### src/inc/ecph_params.svh
// constants of the ecp host handshake port
`ifndef ECPH_PARAMS_SVH
`define ECPH_PARAMS_SVH
`define ECPH_DATA_W 8
`define ECPH_FIFO_W 9
`define ECPH_FIFO_DEPTH 32
`define ECPH_PTR_W 5
`define ECPH_CNT_W 6
`define ECPH_CMD_BIT 8
`define ECPH_PD_RST 8'h00
`endif

### src/inc/ecph_pkg.sv
// types shared by the ecp host handshake port
`include "ecph_params.svh"
package ecph_pkg;
    // one-hot handshake states
    typedef enum logic [7:0] {
        ST_COMPAT = 8'h01,
        ST_FIDLE = 8'h02,
        ST_FACK = 8'h04,
        ST_FREL = 8'h08,
        ST_RREQ = 8'h10,
        ST_RIDLE = 8'h20,
        ST_RACK = 8'h40,
        ST_RFIN = 8'h80
    } ecph_state_e;

    // peripheral-driven status lines
    typedef struct packed {
        logic ack_n;
        logic pe;
        logic slct;
        logic err_n;
        logic busy;
    } ecph_stat_s;

    // one forward byte with its command mark
    typedef struct packed {
        logic cmd;
        logic [`ECPH_DATA_W-1:0] data;
    } ecph_word_s;
endpackage : ecph_pkg

### src/verilog/ecph_port.sv
// ecp host handshake port with its forward fifo
`timescale 1ns/10ps
`default_nettype none
`include "ecph_params.svh"

module ecph_fifo #(
    parameter int W = `ECPH_FIFO_W,
    parameter int D = `ECPH_FIFO_DEPTH
) (
    // clock and reset
    input wire logic clk,
    input wire logic srst,
    // filling side
    input wire logic wr_valid,
    output logic wr_ready,
    input wire logic [W-1:0] wr_data,
    // draining side
    output logic rd_valid,
    input wire logic rd_ready,
    output logic [W-1:0] rd_data
);
    localparam int PW = $clog2(D);
    typedef struct packed {
        logic [D-1:0][W-1:0] mem;
        logic [PW-1:0] wp;
        logic [PW-1:0] rp;
        logic [PW:0] cnt;
        logic full;
        logic ne;
    } ecph_fifo_s;
    ecph_fifo_s q_r, q_nxt;
    logic do_wr, do_rd;

    // flags are registered alongside the count so ready/valid come from flops
    always_comb begin
        q_nxt = q_r;
        do_wr = wr_valid && !q_r.full;
        do_rd = rd_ready && q_r.ne;
        if (do_wr) begin
            q_nxt.mem[q_r.wp] = wr_data;
            q_nxt.wp = PW'(q_r.wp + 1'b1);
        end
        if (do_rd) begin
            q_nxt.rp = PW'(q_r.rp + 1'b1);
        end
        q_nxt.cnt = (PW+1)'(q_r.cnt + {{PW{1'b0}}, do_wr} - {{PW{1'b0}}, do_rd});
        q_nxt.full = (q_nxt.cnt == (PW+1)'(D));
        q_nxt.ne = (q_nxt.cnt != '0);
    end
    always_ff @(posedge clk) begin
        if (srst) begin
            q_r <= '0;
        end else begin
            q_r <= q_nxt;
        end
    end

    assign wr_ready = !q_r.full;
    assign rd_valid = q_r.ne;
    assign rd_data = q_r.mem[q_r.rp];
endmodule : ecph_fifo

// How it works
// - eight-bit data bus carries data and address bytes forward, and only unmarked data bytes in reverse
// - host drives slin and interlocks it with busy for each forward byte
// - strobe stays high for as long as the link is in ecp mode
// - host drives strobe low to return the link to compatibility mode
// - reverse flow control uses active-low autofeed interlocked with acknowledge
// - forward autofeed level marks the current byte as command or data
// - init low reverses the channel; only then may peripheral drive bus
// - error low requests host service, honoured only in forward direction
module ecph_port
    import ecph_pkg::*;
(
    // clock and reset
    input wire logic clk,
    input wire logic srst,
    // user control levels
    input wire logic ecp_en,
    input wire logic rev_req,
    // forward byte stream
    input wire logic tx_valid,
    output logic tx_ready,
    input wire logic [`ECPH_DATA_W-1:0] tx_data,
    input wire logic tx_cmd,
    // reverse byte stream
    output logic rx_valid,
    output logic [`ECPH_DATA_W-1:0] rx_data,
    // link status to user
    output logic rev_active,
    output logic periph_req,
    output logic periph_sel,
    // parallel data bus
    input wire logic [`ECPH_DATA_W-1:0] pd_in,
    output logic [`ECPH_DATA_W-1:0] pd_out,
    output logic pd_oe,
    // host-driven control lines
    output logic slin,
    output logic stb,
    output logic afd_n,
    output logic init_n,
    // peripheral-driven status lines
    input wire logic ack_n,
    input wire logic pe,
    input wire logic slct,
    input wire logic err_n,
    input wire logic busy
);
    typedef struct packed {
        ecph_state_e st;
        ecph_stat_s meta;
        ecph_stat_s sync;
        logic [`ECPH_DATA_W-1:0] pd_out;
        logic pd_oe;
        logic slin;
        logic stb;
        logic afd_n;
        logic init_n;
        logic rx_valid;
        logic [`ECPH_DATA_W-1:0] rx_data;
        logic rev_active;
        logic periph_req;
        logic periph_sel;
        logic tx_ready;
    } ecph_port_s;
    ecph_port_s q_r, q_nxt;
    ecph_stat_s pins;
    ecph_word_s tx_word, fifo_word;
    logic fifo_valid, fifo_pop, fifo_push, fifo_wr_ready;
    assign pins = '{ack_n: ack_n, pe: pe, slct: slct, err_n: err_n, busy: busy};
    assign tx_word = '{cmd: tx_cmd, data: tx_data};
    assign fifo_push = tx_valid && tx_ready; // no byte enters without tx_ready shown high
    // popping only in forward idle lets the fifo fill while the peripheral stalls
    assign fifo_pop = (q_r.st == ST_FIDLE) && ecp_en && !rev_req && !q_r.sync.busy;
    ecph_fifo #(.W(`ECPH_FIFO_W), .D(`ECPH_FIFO_DEPTH)) u_fifo (
        .clk(clk),
        .srst(srst),
        .wr_valid(fifo_push),
        .wr_ready(fifo_wr_ready),
        .wr_data(tx_word),
        .rd_valid(fifo_valid),
        .rd_ready(fifo_pop),
        .rd_data(fifo_word)
    );
    // handshake sequencing; outputs other than tx_ready are struct fields so they come from flops
    always_comb begin
        q_nxt = q_r;
        q_nxt.meta = pins;
        q_nxt.sync = q_r.meta;
        q_nxt.rx_valid = 1'b0;
        case (q_r.st)
            ST_COMPAT: begin
                q_nxt.stb = 1'b0;
                if (ecp_en) begin
                    q_nxt.st = ST_FIDLE;
                    q_nxt.stb = 1'b1;
                    q_nxt.pd_oe = 1'b1;
                end
            end
            ST_FIDLE: begin
                if (!ecp_en) begin
                    q_nxt.st = ST_COMPAT;
                    q_nxt.stb = 1'b0;
                end else if (rev_req) begin
                    q_nxt.st = ST_RREQ;
                    q_nxt.pd_oe = 1'b0;
                    q_nxt.init_n = 1'b0;
                end else if (fifo_pop && fifo_valid) begin
                    q_nxt.st = ST_FACK;
                    q_nxt.pd_out = fifo_word.data;
                    q_nxt.afd_n = !fifo_word.cmd;
                    q_nxt.slin = 1'b0;
                end
            end
            ST_FACK: begin
                // peripheral raises busy once it has taken the byte
                if (q_r.sync.busy) begin
                    q_nxt.st = ST_FREL;
                    q_nxt.slin = 1'b1;
                end
            end
            ST_FREL: begin
                if (!q_r.sync.busy) begin
                    q_nxt.st = ST_FIDLE;
                    q_nxt.afd_n = 1'b1;
                end
            end
            ST_RREQ: begin
                // bus already released; wait for the grant on pe
                if (!q_r.sync.pe) begin
                    q_nxt.st = ST_RIDLE;
                    q_nxt.afd_n = 1'b0;
                end
            end
            ST_RIDLE: begin
                if (!rev_req) begin
                    q_nxt.st = ST_RFIN;
                    q_nxt.afd_n = 1'b1;
                    q_nxt.init_n = 1'b1;
                end else if (!q_r.sync.ack_n) begin
                    q_nxt.st = ST_RACK;
                    q_nxt.rx_data = pd_in;
                    q_nxt.rx_valid = 1'b1;
                    q_nxt.afd_n = 1'b1;
                end
            end
            ST_RACK: begin
                if (q_r.sync.ack_n) begin
                    q_nxt.st = ST_RIDLE;
                    q_nxt.afd_n = 1'b0;
                end
            end
            ST_RFIN: begin
                // take the bus back only after the peripheral drops its grant
                if (q_r.sync.pe) begin
                    q_nxt.st = ST_FIDLE;
                    q_nxt.pd_oe = 1'b1;
                end
            end
            default: begin
                q_nxt.st = ST_COMPAT;
            end
        endcase
        q_nxt.rev_active = (q_nxt.st == ST_RIDLE) || (q_nxt.st == ST_RACK);
        // error request counts only while the channel runs forward
        q_nxt.periph_req = !q_r.sync.err_n && q_r.init_n && (q_r.st != ST_COMPAT);
        q_nxt.periph_sel = q_r.sync.slct;
        q_nxt.tx_ready = fifo_wr_ready; // one cycle late; the and below refuses at once when full
    end
    // state register
    always_ff @(posedge clk) begin
        if (srst) begin
            q_r <= '0;
            q_r.st <= ST_COMPAT;
            q_r.meta <= '{ack_n: 1'b1, pe: 1'b1, slct: 1'b0, err_n: 1'b1, busy: 1'b0};
            q_r.sync <= '{ack_n: 1'b1, pe: 1'b1, slct: 1'b0, err_n: 1'b1, busy: 1'b0};
            q_r.pd_out <= `ECPH_PD_RST;
            q_r.slin <= 1'b1;
            q_r.afd_n <= 1'b1;
            q_r.init_n <= 1'b1;
        end else begin
            q_r <= q_nxt;
        end
    end

    assign tx_ready = q_r.tx_ready && fifo_wr_ready;
    assign rx_valid = q_r.rx_valid;
    assign rx_data = q_r.rx_data;
    assign rev_active = q_r.rev_active;
    assign periph_req = q_r.periph_req;
    assign periph_sel = q_r.periph_sel;
    assign pd_out = q_r.pd_out;
    assign pd_oe = q_r.pd_oe;
    assign slin = q_r.slin;
    assign stb = q_r.stb;
    assign afd_n = q_r.afd_n;
    assign init_n = q_r.init_n;
endmodule : ecph_port
`default_nettype wire

### config.mk
export PLATFORM = sky130hd
export DESIGN_NAME = ecph_port
export DESIGN_NICKNAME = d
export VERILOG_FILES = /design/src/inc/ecph_pkg.sv /design/src/verilog/ecph_port.sv
export VERILOG_INCLUDE_DIRS = /design/src /design/src/inc
export SDC_FILE = /design/constraint.sdc
export NUM_CORES = 1
export LEC_CHECK = 0
export ABC_CLOCK_PERIOD_IN_PS = 3720
export BUFFER_PORTS_ARGS = -buffer_cell sky130_fd_sc_hd__buf_2
export CAP_MARGIN = 20
export CORE_MARGIN = 2
export CORE_UTILIZATION = 49
export CTS_BUF_LIST = sky130_fd_sc_hd__clkbuf_16
export DETAILED_ROUTE_END_ITERATION = 7
export PLACE_DENSITY = 0.65
export REMOVE_ABC_BUFFERS = 1
export SLEW_MARGIN = 20
export SYNTH_ARGS = -nofsm -noshare
export SYNTH_HDL_FRONTEND = slang
export SYNTH_SLANG_ARGS = --single-unit
export TNS_END_PERCENT = 1
### constraint.sdc
create_clock -name clk -period 3.72 [get_ports clk]
set_clock_uncertainty 0.1 [all_clocks]
set_input_delay 0.186 -clock clk [delete_from_list [all_inputs] [get_ports clk]]
set_output_delay 0.186 -clock clk [all_outputs]
set_load 0.03 [all_outputs]
After elaboration in Yosys (flattened, before gate mapping)
Cells that the tools add are included.
{"block": "totals", "output_inout_bits": 26, "word_cells": 166, "inputBits": 27, "regBits": 350}
{"block": "classes", "bitwise": 3, "n_addsub": 4, "reduce_logical": 30, "mux": 41, "magnitude_cmp": 3, "n_eq_ne": 25}
{"op": "288-bit bitwise mux", "count": 1}
{"op": "8-bit two-way mux", "count": 11}
{"op": "8-bit case mux with 8 select lines", "count": 1}
{"op": "9-bit binary-select mux with 5-bit select", "count": 1}
{"op": "9-bit demux with 5-bit select", "count": 1}
{"op": "9-bit two-way mux", "count": 3}
{"op": "2-bit != test (second input constant)", "count": 11}
{"op": "8-bit by 6-bit == test with 1-bit output (second input constant)", "count": 2}
{"op": "8-bit by 7-bit == test with 1-bit output (second input constant)", "count": 2}
{"op": "1-bit two-way mux", "count": 16}
{"op": "5-bit by 6-bit less-than comparator with 1-bit output (second input constant)", "count": 2}
{"op": "5-bit by 1-bit adder with 5-bit output (second input constant)", "count": 2}
{"op": "1-bit logical AND", "count": 10}
{"op": "5-bit AND reduction", "count": 2}
{"op": "8-bit by 1-bit == test with 1-bit output (second input constant)", "count": 1}
{"op": "8-bit by 2-bit == test with 1-bit output (second input constant)", "count": 1}
{"op": "8-bit by 3-bit == test with 1-bit output (second input constant)", "count": 1}
{"op": "8-bit by 4-bit == test with 1-bit output (second input constant)", "count": 1}
{"op": "8-bit by 5-bit == test with 1-bit output (second input constant)", "count": 1}
{"op": "8-bit == test (second input constant)", "count": 1}
{"op": "8-bit by 1-bit != test with 1-bit output (second input constant)", "count": 1}
{"op": "4-bit AND reduction", "count": 2}
{"op": "8-bit AND reduction", "count": 1}
{"op": "6-bit by 1-bit adder with 6-bit output", "count": 1}
{"op": "other kinds (19)", "count": 30}

Logic depth before layout (Yosys ltp)
Gate-level depths: netlist of the first run.
{"block": "logic_depth", "word_depth": 11, "depth_mapped": 17, "ltp_nobuf": 15}

Cells and area by module
Synthesis of the first run repeated with hierarchy kept, for this count alone.
{"block": "hier_totals", "cells_unflattened": 1687, "area_unflattened_um2": 15835.2}
{"mod": "ecph_fifo", "seq_area_each_um2": 6125.9, "area_per_inst_um2": 13678.1, "n_inst": 1, "cells_per_inst": 1454}
{"mod": "ecph_port", "seq_area_each_um2": 880.8, "area_per_inst_um2": 2157.1, "n_inst": 1, "cells_per_inst": 233}

Worst setup path after synthesis of the first run
Ideal clock, no wire load.
{"block": "synth_path", "path_kind": "register to register", "from": "reg q_r[39] (netlist name)", "to": "reg u_fifo.q_r (netlist bit u_fifo.rd_valid)", "setup_time_ns": 0.128, "n_path_buf": 2, "arrival_time_ns": 3.003, "path_slack_ns": 0.489, "period_less_slack_ns": 3.231, "t_required_ns": 3.492, "path_stages_with_launch": 16, "cell_sequence": "dfxtp_1 buf_2 nor3_1 nand3_1 or2_1 inv_2 buf_2 ha_1 inv_1 ha_1 a21o_1 a21oi_1 o21bai_1 a21oi_1 mux2_2 o21bai_1"}
{"block": "synth_between", "elab_chain_cells": 7}
{"item": "start: declaration", "line": "ecph_port.sv:126", "rtl": "ecph_port_s q_r, q_nxt;"}
{"item": "start signal: assignment", "line": "ecph_port.sv:242", "rtl": "q_r <= q_nxt;"}
{"item": "8-bit by 2-bit == test with 1-bit output", "line": "ecph_port.sv:134", "rtl": "assign fifo_pop = (q_r.st == ST_FIDLE) && ecp_en && !rev_req && !q_r.sync.busy;"}
{"item": "1-bit logical AND (3 in a row)", "line": "ecph_port.sv:134"}
{"item": "1-bit logical AND", "line": "ecph_port.sv:38", "rtl": "do_rd = rd_ready && q_r.ne;"}
{"item": "named net u_fifo.do_rd", "line": "ecph_port.sv:32", "rtl": "logic do_wr, do_rd;"}
{"item": "6-bit by 1-bit subtractor with 6-bit output", "line": "ecph_port.sv:46", "rtl": "q_nxt.cnt = (PW+1)'(q_r.cnt + {{PW{1'b0}}, do_wr} - {{PW{1'b0}}, do_rd});"}
{"item": "6-bit nonzero test", "line": "ecph_port.sv:48", "rtl": "q_nxt.ne = (q_nxt.cnt != '0);"}
{"item": "end signal: assignment", "line": "ecph_port.sv:54", "rtl": "q_r <= q_nxt;"}
{"item": "end: declaration", "line": "ecph_port.sv:31", "rtl": "ecph_fifo_s q_r, q_nxt;"}
The timed path passes the listed nets, and every way through them passes these cells.
A chain may end at the register's enable or synchronous reset.

Worst setup path in the final report of the first run
{"block": "layout_path", "from": "reg q_r[41] (netlist name)", "to": "reg u_fifo.q_r (netlist bit u_fifo.rd_valid)"}
{"block": "layout_between", "elab_chain_cells": 7}
{"item": "8-bit by 2-bit == test with 1-bit output", "line": "ecph_port.sv:134"}
{"item": "1-bit logical AND (3 in a row)", "line": "ecph_port.sv:134"}
{"item": "1-bit logical AND", "line": "ecph_port.sv:38"}
{"item": "6-bit by 1-bit subtractor with 6-bit output", "line": "ecph_port.sv:46"}
{"item": "6-bit nonzero test", "line": "ecph_port.sv:48"}
Every way passes these cells.

==> metrics.md, run 1 <==
| Metric | Value |
|---|---|
| Status | finished, final reports clean |
| DRC viols | 0 |
| Final hold slack | 13.43 ps |
| Number of CTS-inserted buffers | 37 |
| Synthesized area | 15,440 um^2 |
| Remaining antenna violation count | 0 |
| Hold crit path type | input pin to flop |
| Max cap viols | 0 |
| Slew Limit Headroom | 0.3588 |
| Num Clock Sinks | 350 |
| Row cnt | 65 |
| First-pass GRT wire length | 59.52 mm |
| Worst vdd ir | 0.0002763 V |
| Hold violation count in the final report | 0 |
| Final Core Density | 0.5454 |
| Main synth FF type | dfxtp_1 |
| Worst-path clk slew | 60 ps |
| H-tree Lvls | 2 |
| Core area | 31,310 um^2 |
| RSZ-0062 raised after global routing | no |
| Cells after DPL | 1,875 |
| Largest net degree at the start of global routing | 111 |
| Post-route cell area | 17,080 um^2 |
| Post-CTS Resized | 0 |
| Synthesized instance count | 1,540 |
| Slew Limit Fails | 0 |
| PortBufs | 52 |
| # diodes | 0 |
| I/O pin cnt | 53 |
| CP Class | flop to flop |
| Total gr overflow | 0 |
| Vias in the first global route | 10.56k |
| Top Usage Layer GRT | met2 |
| Critical path fanouts, max | 10 |
| First-pass detailed-route iteration total | 5 |
| Part of the cycle the worst path needs | 0.8882 |
| Synth Register Bits | 350 |
| Sequential share of the synthesized area | 0.4537 |
| Layout cells sized above 1 | 0.1546 |
| Initial DRC Count | 873 |
| Die area | 32,960 um^2 |
| Startpoint type of the worst setup path | flop |
| CTS tree | yes |
| Final Setup Violations | 0 |
| Setup crit end kind | flop |
| Via/cell ratio | 5.637 |
| Die W | 181.5 um |
| Yosys warns | 0 |
| Post-DP Area | 15,790 um^2 |
| Yosys cell types | 55 |
| Synth-to-layout area growth | 10.56% |
| Longest Clk Path Bufs | 3 |
| DR vias | 11.01k |
| Total power draw | 7.960 mW |
| P per Cell Area | 466.2 nW/um^2 |
| Leakage | 6.753 nW |
| Layout Cells excl Fill | 1,954 |
| DPL Wire Length | 24.06 mm |
| Fill count | 2,738 |
| Root Buffer | clkbuf_16 |
| Routability cong. | 0.8770 |
| GRT Util Overall | 0.2273 |
| Met1 usage | 0.3224 |
| Met3 usage | 0.03109 |
| Initial Util | 0.4933 |
| WL per Instance | 19.28 um |
| Max Clk Rate | 0.3026 GHz |
| Drt total wl | 37.67 mm |
| Worst endpoint required time | 4020 ps |
| Worst slew pin tran | 956.6 ps |
| Fin crit period | 3304 ps |
| Die H | 181.5 um |
| Number of flops mapped to enable cells by yosys | 0 |
| Initial antenna violation count | 1 |
| Post-synth ARST share | 0 |
| Final #Nets | 1,565 |
| Clock Latency Late Sink | 520 ps |
| GRT met2 Usage | 0.3643 |
| Synthesized area per cell | 10.03 um^2 |
| CP arrival | 3600 ps |
layout make-up:
cell class,instances,area [um^2],share of cell area
clock inverter,28,219.0,0.01282
multi-input combinational,1030,7730,0.4527
inverter,19,71.32,0.004176
tap,402,503.0,0.02945
timing repair buffer,88,613.1,0.03590
sequential,350,7014,0.4108
clock buffer,37,925.9,0.05422
cells in the final DEF, fill, tap and decap left out, types with 4 or more instances in the layout:
cell,n
dlygate4sd3_1,14
mux2i_1,226
ha_1,11
o31ai_1,4
xor2_1,6
nand3_1,44
a211oi_1,10
mux2_2,10
nand2_1,128
clkbuf_16,37
nand2b_1,5
and2_1,5
nand3b_1,4
buf_2,51
xnor2_1,5
nor2b_1,14
or2_2,8
nor3_1,8
clkinv_2,4
inv_1,29
nor3b_1,4
a21oi_1,98
clkinv_1,7
and3_1,7
o21ai_0,42
nor2_4,11
buf_4,19
dfxtp_1,348
mux4_2,82
nor2_1,253
nand4_1,7
kinds of logic after synthesis:
kind of cell | after synthesis | share of synthesized area
muxes | 318 | 0.2733
DFF | 350 | 0.4537
buffers and inverters | 160 | 0.04618
AOI/OAI and AO/OA | 178 | 0.06432
and+or+nand+nor | 511 | 0.1461
adders and majority gates | 12 | 0.01021
xor gates and xnor gates | 11 | 0.006238
repair_timing:
action,CTS,global route
hold endpoints to repair,15,0
hold buffers,14,0
setup buffers,0,0
setup endpoints to repair,0,0
report_power, final:
part           internal, mW  leakage, nW  total (mW)  switching [mW]
clock network          2.02        0.602        3.49            1.47
logic                 0.227         3.33       0.612           0.385
registers              3.81         2.83        3.86          0.0418
total                  6.06         6.75        7.96            1.90
sequential cells by signal, summed over array words and instances, names as in the netlist:
signal,count
rx_valid,1
u_fifo.rd_valid,1
periph_req,1
u_fifo.q_r,305
pd_out,8
periph_sel,1
q_nxt,6
pd_oe,1
afd_n,1
rev_active,1
init_n,1
stb,1
rx_data,8
slin,1
q_r,13
through the flow:
stage | worst slack (ps) | setup TNS (ps)
after CTS | 436.1 | 0
after detailed placement | 455.2 | 0
final | 415.8 | 0
after global placement | 564.2 | 0
after global routing | 64.90 | 0
after floorplan | -767.2 | -7096
cell usage after synthesis, types with 2 or more instances:
library cell	number	area, um^2
nand3b_1	4	30.03
clkbuf_1	94	352.8
mux2_2	10	112.6
o211a_1	2	20.02
nor2_4	11	123.9
nand2_2	2	12.51
o31ai_1	4	30.03
o22ai_1	3	18.77
nor3_1	9	45.04
inv_1	18	67.56
ha_1	11	137.6
xor2_1	6	52.55
nor4_1	3	18.77
or2_2	8	50.05
nand2_1	128	480.5
buf_4	24	180.2
nand4_1	7	43.79
nor2_1	253	949.7
o211ai_1	2	15.01
nor4b_1	2	17.52
dfxtp_1	350	7007
mux4_2	82	1847
a21oi_1	98	490.5
a211oi_1	10	75.07
buf_2	12	60.06
nand3_1	44	220.2
xnor2_1	5	43.79
o21ai_0	42	210.2
nand2b_1	5	31.28
mux2i_1	226	2262
a21o_1	3	22.52
a31oi_1	3	18.77
nor3b_1	4	30.03
buf_1	10	37.54
and3_1	7	43.79
and2_1	5	31.28
o21bai_1	2	15.01
nor2b_1	14	87.58
worst paths after layout:
check	to	cells past startpoint	slack, ps	from
min reg2reg	q_r[0]	1	300	u_fifo.q_r[1]
min	u_fifo.q_r[31]	2	10	srst
max	u_fifo.rd_valid	13	420	q_r[41]
max reg2reg	u_fifo.rd_valid	13	420	q_r[41]
layer usage:
layer	up-vias	part of all wire
li1	5310	-
met1	5366	0.47
met2	273	0.46
met3	63	0.048
met4	2	0.022
met5	-	0.00050
critical path: stages, from the launching register on:
cell,delay [ps]
dfxtp_1,400
nor3_2,400
nand3_1,210
or2_1,310
inv_2,70
ha_1,180
inv_1,50
ha_1,270
a21o_1,190
a21oi_1,230
o21bai_1,90
a21oi_1,160
mux2_2,360
o21bai_1,150
No activity file was read; power rests on OpenSTA's default activity.
==> run 2, diff against run 1 <==
- PLACE_DENSITY: 0.65 -> 0.73
==> run 2 against run 1 <==
The run now ends with negative hold slack left. Count of clock-buffer cells in the layout increased by 3. Fmax decreased by 1.9%. Sequential share of layout area decreased by 0.16 points. Die area unchanged. Combinational power decreased by 2%. Register-to-register slack got worse by 60 ps. Core utilization increased by 0.22 points. Clock power increased by 9.7%. Final area increased by 0.41%. Sequential cell count unchanged. Hold slack got worse by 15 ps. Non-clock buffer count decreased by 8. Highest routed layer unchanged.
==> metrics.md, run 2 (synthesis gave the netlist of run 1 again) <==
| Metric | Value |
|---|---|
| Status | finished with violations |
| Failing checks | negative hold slack |
| H-tree Lvls | 2 (unchanged) |
| CP Buf/Inv Count | 4 (+2) |
| Critical Path Max Stage Delay | 450 ps (+50 ps) |
| Largest net degree at the start of global routing | 170 (+53%) |
| DRC viols | 0 (unchanged) |
| Top Registers | u_fifo.q_r (305), q_r (13) |
| Num Clock Sinks | 350 (unchanged) |
| Min-delay src | srst |
| Family with the most delay on the worst path | simple AND/OR/NAND/NOR gates |
| Number of CTS-inserted buffers | 38 (+2.7%) |
| Post-CTS Resized | 0 (unchanged) |
| Total gr overflow | 0 (unchanged) |
| Initial Util | 0.4933 (unchanged) |
| Comb pwr share | 0.072 (-0.005) |
| First-pass detailed-route iteration total | 5 (unchanged) |
| GRT Util Overall | 0.2255 (-0.001805) |
| CP Class | flop to flop |
| Sequential fraction of design power | 0.466 (-0.018) |
| Reg2Reg Depth | 15 (+2) |
| P per Cell Area | 482.9 nW/um^2 (+3.6%) |
| Post-route cell area | 17,150 um^2 (+0.41%) |
| End of the worst register-to-register path | u_fifo.rd_valid |
| Slew Limit Fails | 0 (unchanged) |
| Vias in the first global route | 10.90k (+3.2%) |
| Slew Limit Headroom | 0.3869 (+0.02814) |
| Final Setup Violations | 0 (unchanged) |
| Internal power | 6.337 mW (+4.5%) |
| PortBufs | 52 (unchanged) |
| Final #Nets | 1,558 (-0.45%) |
| Setup TNS | 0 ps (unchanged) |
| DPL Wire Length | 22.76 mm (-5.4%) |
| Final Core Density | 0.5476 (+0.002237) |
| Fill count | 2,644 (-3.4%) |
| Hold crit path type | input pin to flop |
| Initial DRC Count | 887 (+1.6%) |
| I/O pin cnt | 53 (unchanged) |
| Most used cell, CP | inv_1 |
| Root Buffer | clkbuf_16 |
| Min-Delay Path Depth | 2 (unchanged) |
| Layout Cells excl Fill | 1,949 (-0.26%) |
| Die H | 181.5 um (unchanged) |
| Total power draw | 8.279 mW (+4.0%) |
| Startpoint type of the worst setup path | flop |
| Row cnt | 65 (unchanged) |
| Part of the cycle the worst path needs | 0.9050 (+0.01678) |
| Worst vdd ir | 0.0003528 V (+28%) |
| Worst slew pin tran | 916.9 ps (-39.76 ps) |
| Layout cells sized above 1 | 0.1564 (+0.001793) |
| Routability cong. | 0.9211 (+5.0%) |
| Clock power frac | 0.462 (+0.023) |
| Most common cell after layout, fill and taps aside | dfxtp_1 |
| Die area | 32,960 um^2 (unchanged) |
| FF+latch area | 7015 um^2 (about the same) |
| Drt total wl | 37.11 mm (-1.5%) |
| First-pass GRT wire length | 59.71 mm (+0.31%) |
| Final worst setup slack | 353.4 ps (-62.44 ps) |
| Sw Share | 0.2346 (-0.003936) |
| CTS tree | yes |
| Worst r2r src | q_r[39] |
| Longest Clk Path Bufs | 3 (unchanged) |
| DR vias | 11.26k (+2.3%) |
| Die W | 181.5 um (unchanged) |
| Synth-to-layout area growth | 11.02% |
| Max Clk Rate | 0.2970 GHz (-1.9%) |
| Worst path slowest cell | nor3_1 |
| # diodes | 0 (unchanged) |
| CP arrival | 3640 ps (+40 ps) |
| Switch Pwr | 1.942 mW (+2.3%) |
| Hold violation count in the final report | 1 (+1) |
| R2R Setup Slk | 350 ps (-60 ps) |
| Setup WS pre-CTS | 424.8 ps (-30.38 ps) |
| Worst-path cell chain | nor3_1, nand3_1, or2_1, inv_2, ha_1, inv_1, ha_1, inv_1, fa_1, inv_1, a21o_1, a21oi_1, xnor2_1, nor3_1, o21bai_1 |
| Via/cell ratio | 5.779 (+2.5%) |
| Leakage | 6.738 nW (-0.22%) |
| Post-DP Area | 15,730 um^2 (-0.38%) |
| Worst-path clk slew | 60 ps (about the same) |
| WL per Instance | 19.04 um (-1.2%) |
| Critical path fanouts, max | 8 (-2) |
| Multi-input gate area in the final layout | 7730 um^2 (unchanged) |
| Setup crit end kind | flop |
| Worst endpoint required time | 4000 ps (-20 ps) |
| Fin crit period | 3367 ps (+62.44 ps) |
| Max FFs per register | 305 (unchanged) |
| Max cap viols | 0 (unchanged) |
| RSZ-0062 raised after global routing | no |
| Initial antenna violation count | 2 (+1) |
| Most frequent cells in the layout | dfxtp_1 (347), nor2_1 (253), mux2i_1 (226), nand2_1 (128), a21oi_1 (98) |
| Remaining antenna violation count | 0 (unchanged) |
| Cells after DPL | 1,867 (-0.43%) |
| WHS Endpoint | u_fifo.q_r[166] |
| Clock Latency Late Sink | 520 ps (about the same) |
| Final hold slack | -2.036 ps (-15.46 ps) |
| Top reg by flops | u_fifo.q_r |
| Core area | 31,310 um^2 (unchanged) |
==> run 2: changes by cell type in the layout (fill, tap and decap cells not counted), sizes merged <==
cell / before / now
buf: 74 / 66
bufinv: 3 / 5
clkbuf: 37 / 40
clkinv: 13 / 14
clkinvlp: 0 / 3
inv: 31 / 25
==> run 2: layout make-up <==
cell class,instances,share of cell area
clock inverters,28,0.01591
repair buffers,80,0.03225
clock buffers,40,0.05838
flip-flops and latches,350,0.4092
well taps,402,0.02933
inverters,19,0.004159
multi-input cells,1030,0.4508
==> run 2: power by group through the flow <==
stage	logic [mW]	registers, mW	clock network (mW)
final	0.599	3.86	3.83
after CTS	0.594	3.86	3.87
after floorplan	0.342	3.94	0
after global routing	0.663	3.86	4.05
after detailed placement	0.579	3.94	0
after global placement	0.566	3.94	0
==> run 2: worst reg2reg max path: stages, from the launching register on <==
cell      delay, ps
dfxtp_1         370
nor3_1          450
nand3_1         230
or2_1           300
inv_2            70
ha_1            220
inv_1            50
ha_1            150
inv_1            60
fa_1            430
inv_1            80
a21o_1          110
a21oi_1          80
xnor2_1         140
nor3_1          280
o21bai_1        100
==> run 2: how the worst max path moves through the flow <==
stage             startpoint               to  slack [ps]  depth (start not counted)
6_report             q_r[39]  u_fifo.rd_valid         350                         15
5_1_grt              q_r[39]  u_fifo.rd_valid          90                         15
4_1_cts              q_r[39]  u_fifo.rd_valid         410                         15
3_5_place_dp         q_r[39]  u_fifo.rd_valid         420                         15
3_3_place_gp         q_r[39]  u_fifo.rd_valid         530                         13
2_1_floorplan  u_fifo.q_r[8]        pd_out[0]        -770                          4
==> run 2: repair_timing <==
action | in CTS | in global routing
buffers inserted | 0 | 0
hold buffers | 14 | 0
hold endpoints to repair | 15 | 0
==> run 2: per-layer routing <==
layer | GRT usage | vias up | routed length (um) | share of wire
met5 | 0 | - | 26 | 0.00070
met4 | 0.06732 | 4 | 895 | 0.024
met3 | 0.03570 | 68 | 2341 | 0.063
met2 | 0.3606 | 349 | 17200 | 0.46
met1 | 0.3163 | 5542 | 16650 | 0.45
li1 | - | 5301 | - | -
==> run 3, diff against run 2 <==
--- a/config.mk
+++ b/config.mk
@@ -14,4 +14,5 @@
 export CTS_BUF_LIST = sky130_fd_sc_hd__clkbuf_16
 export DETAILED_ROUTE_END_ITERATION = 7
+export MAX_ROUTING_LAYER = met4
 export PLACE_DENSITY = 0.73
 export REMOVE_ABC_BUFFERS = 1
==> constraint.sdc (replaced) <==
create_clock -name clk -period 3.72 [get_ports clk]
set_clock_uncertainty 0.1 [all_clocks]
set_input_delay 0.744 -clock clk [delete_from_list [all_inputs] [get_ports clk]]
set_output_delay 0.744 -clock clk [all_outputs]
set_load 0.03 [all_outputs]
==> run 3 against run 2 <==
The flow now finishes without violations. Hold slack better by 310 ps. Highest routed layer is now met4. Cell count fell by 0.36%. Combinational power about the same. Setup slack gained 110 ps. Total power down 4.2%. Sequential share of layout area rose by 0.45 points. Critical path depth decreased by 2.
==> metrics.md, run 3 (synthesis gave the netlist of run 1 again) <==
| Metric | Value |
|---|---|
| Hold violation count in the final report | 0 (-1) |
| Max cap viols | 0 (unchanged) |
| RSZ-0062 raised after global routing | no |
| Number of CTS-inserted buffers | 37 (-2.6%) |
| CP arrival | 3540 ps (-100 ps) |
| DR vias | 11.19k (-0.70%) |
| Worst slew pin tran | 1107 ps (+190.3 ps) |
| First-pass detailed-route iteration total | 7 (+2) |
| Die W | 181.5 um (unchanged) |
| Hold crit path type | flop to flop |
| Root Buffer | clkbuf_16 |
| Most common cell after layout, fill and taps aside | dfxtp_1 |
| Initial Util | 0.4933 (unchanged) |
| First-pass GRT wire length | 58.83 mm (-1.5%) |
| Post-DP Area | 15,820 um^2 (+0.56%) |
| H-tree Lvls | 2 (unchanged) |
| R2R Setup Slk | 460 ps (+110 ps) |
| Final Core Density | 0.5415 (-0.006113) |
| Top reg by flops | u_fifo.q_r |
| GRT Util Overall | 0.2288 (+0.003300) |
| Die area | 32,960 um^2 (unchanged) |
| Final worst setup slack | 460.5 ps (+107.1 ps) |
| Hold bufs inserted after CTS | 0 (-14) |
| Initial DRC Count | 1,135 (+28%) |
| Die H | 181.5 um (unchanged) |
| Core area | 31,310 um^2 (unchanged) |
| Largest net degree at the start of global routing | 117 (-31%) |
| Remaining antenna violation count | 0 (unchanged) |
| Max Clk Rate | 0.3068 GHz (+3.3%) |
| Leakage | 6.685 nW (-0.79%) |
| Worst endpoint required time | 4000 ps (about the same) |
| Via/cell ratio | 5.760 (-0.34%) |
| P per Cell Area | 467.7 nW/um^2 (-3.1%) |
| Post-CTS Resized | 0 (unchanged) |
| Slew Limit Fails | 0 (unchanged) |
| Initial antenna violation count | 1 (-1) |
| Worst vdd ir | 0.0002924 V (-17%) |
| CP Class | flop to flop |
| Setup crit end kind | flop |
| Setup WS pre-CTS | 120.1 ps (-304.8 ps) |
| Critical path fanouts, max | 9 (+1) |
| DPL Wire Length | 23.07 mm (+1.3%) |
| CTS tree | yes |
| Status | finished, final reports clean |
| DRC viols | 0 (unchanged) |
| Longest Clk Path Bufs | 3 (unchanged) |
| Max FFs per register | 305 (unchanged) |
| Layout cells sized above 1 | 0.1572 (+0.0008132) |
| Top Registers | u_fifo.q_r (305), q_r (13) |
| PortBufs | 52 (unchanged) |
| Drt total wl | 36.76 mm (-0.94%) |
| Final Setup Violations | 0 (unchanged) |
| Final #Nets | 1,553 (-0.32%) |
| Total gr overflow | 0 (unchanged) |
| Clock Latency Late Sink | 520 ps (about the same) |
| Post-route cell area | 16,960 um^2 (-1.1%) |
| Most frequent cells in the layout | dfxtp_1 (348), nor2_1 (253), mux2i_1 (226), nand2_1 (128), a21oi_1 (98) |
| Synth-to-layout area growth | 9.778% |
| Fill count | 2,671 (+1.0%) |
| WL per Instance | 18.93 um (-0.59%) |
| Startpoint type of the worst setup path | flop |
| Row cnt | 65 (unchanged) |
| Part of the cycle the worst path needs | 0.8762 (-0.02879) |
| Fin crit period | 3260 ps (-107.1 ps) |
| Setup TNS | 0 ps (unchanged) |
| Slew Limit Headroom | 0.2609 (-0.1260) |
| Vias in the first global route | 10.70k (-1.8%) |
| I/O pin cnt | 53 (unchanged) |
| Routability cong. | 0.8661 (-6.0%) |
| Worst-path clk slew | 60 ps (about the same) |
| # Post-CTS Setup Buffers | 0 (unchanged) |
| Num Clock Sinks | 350 (unchanged) |
run 3: cell count changes in the layout (fill, tap and decap cells not counted), sizes merged:
| cell | delta |
|---|---|
| buf | +10 |
| bufinv | -3 |
| clkbuf | -1 |
| clkinvlp | -3 |
| dlygate4sd3 | -14 |
| clkinv | +3 |
| diode | +1 |
run 3: worst max-delay path: stages, from the launching register on:
cell      delay (ps)
dfxtp_1          450
nor4bb_1         330
nand3_1          170
or2_1            280
inv_2             80
ha_1             180
inv_1             50
ha_1             270
a21o_1           180
a21oi_1          240
o21bai_1         110
a21oi_1          170
mux2_2           360
o21bai_1         150
run 3: path summary, 6_finish.rpt:
| path | startpoint | end | cells after the start |
|---|---|---|---|
| setup / recovery | q_r[37] | u_fifo.rd_valid | 13 |
| hold / removal | u_fifo.q_r[1] | q_r[0] | 1 |
| setup reg to reg | q_r[37] | u_fifo.rd_valid | 13 |
| hold reg to reg | u_fifo.q_r[1] | q_r[0] | 1 |
run 3: per-layer routing:
| layer | routed length, um | up-vias | global-route usage |
|---|---|---|---|
| li1 | - | 5283 | - |
| met1 | 16500 | 5506 | 0.3106 |
| met2 | 17270 | 330 | 0.3592 |
| met3 | 2133 | 66 | 0.03289 |
| met4 | 854 | 0 | 0.06341 |
| met5 | 0 | - | - |
run 3: per-stage QoR:
stage	hold WS, ps	power, mW	cells
after global placement	293.0	4.513	1877
after floorplan	281.7	4.280	1399
after CTS	299.0	7.978	1941
final	305.2	7.929	1942
after detailed placement	296.3	4.529	1877
after global routing	308.2	8.215	1942
run 3: layout make-up:
cell class | count | area (um^2) | area share
multi-input combinational | 1030 | 7730 | 0.4559
sequential | 350 | 7014 | 0.4137
clock buffer | 39 | 975.9 | 0.05756
tap | 402 | 503.0 | 0.02967
timing repair buffer | 76 | 500.5 | 0.02952
clock inverter | 25 | 157.7 | 0.009298
inverter | 19 | 71.32 | 0.004206
antenna | 1 | 2.502 | 0.0001476
run 3: where the power goes:
part | internal [mW] | total [mW] | switching, mW
clock | 2.02 | 3.47 | 1.45
combinational | 0.218 | 0.600 | 0.382
sequential | 3.81 | 3.85 | 0.0400
total | 6.05 | 7.93 | 1.87
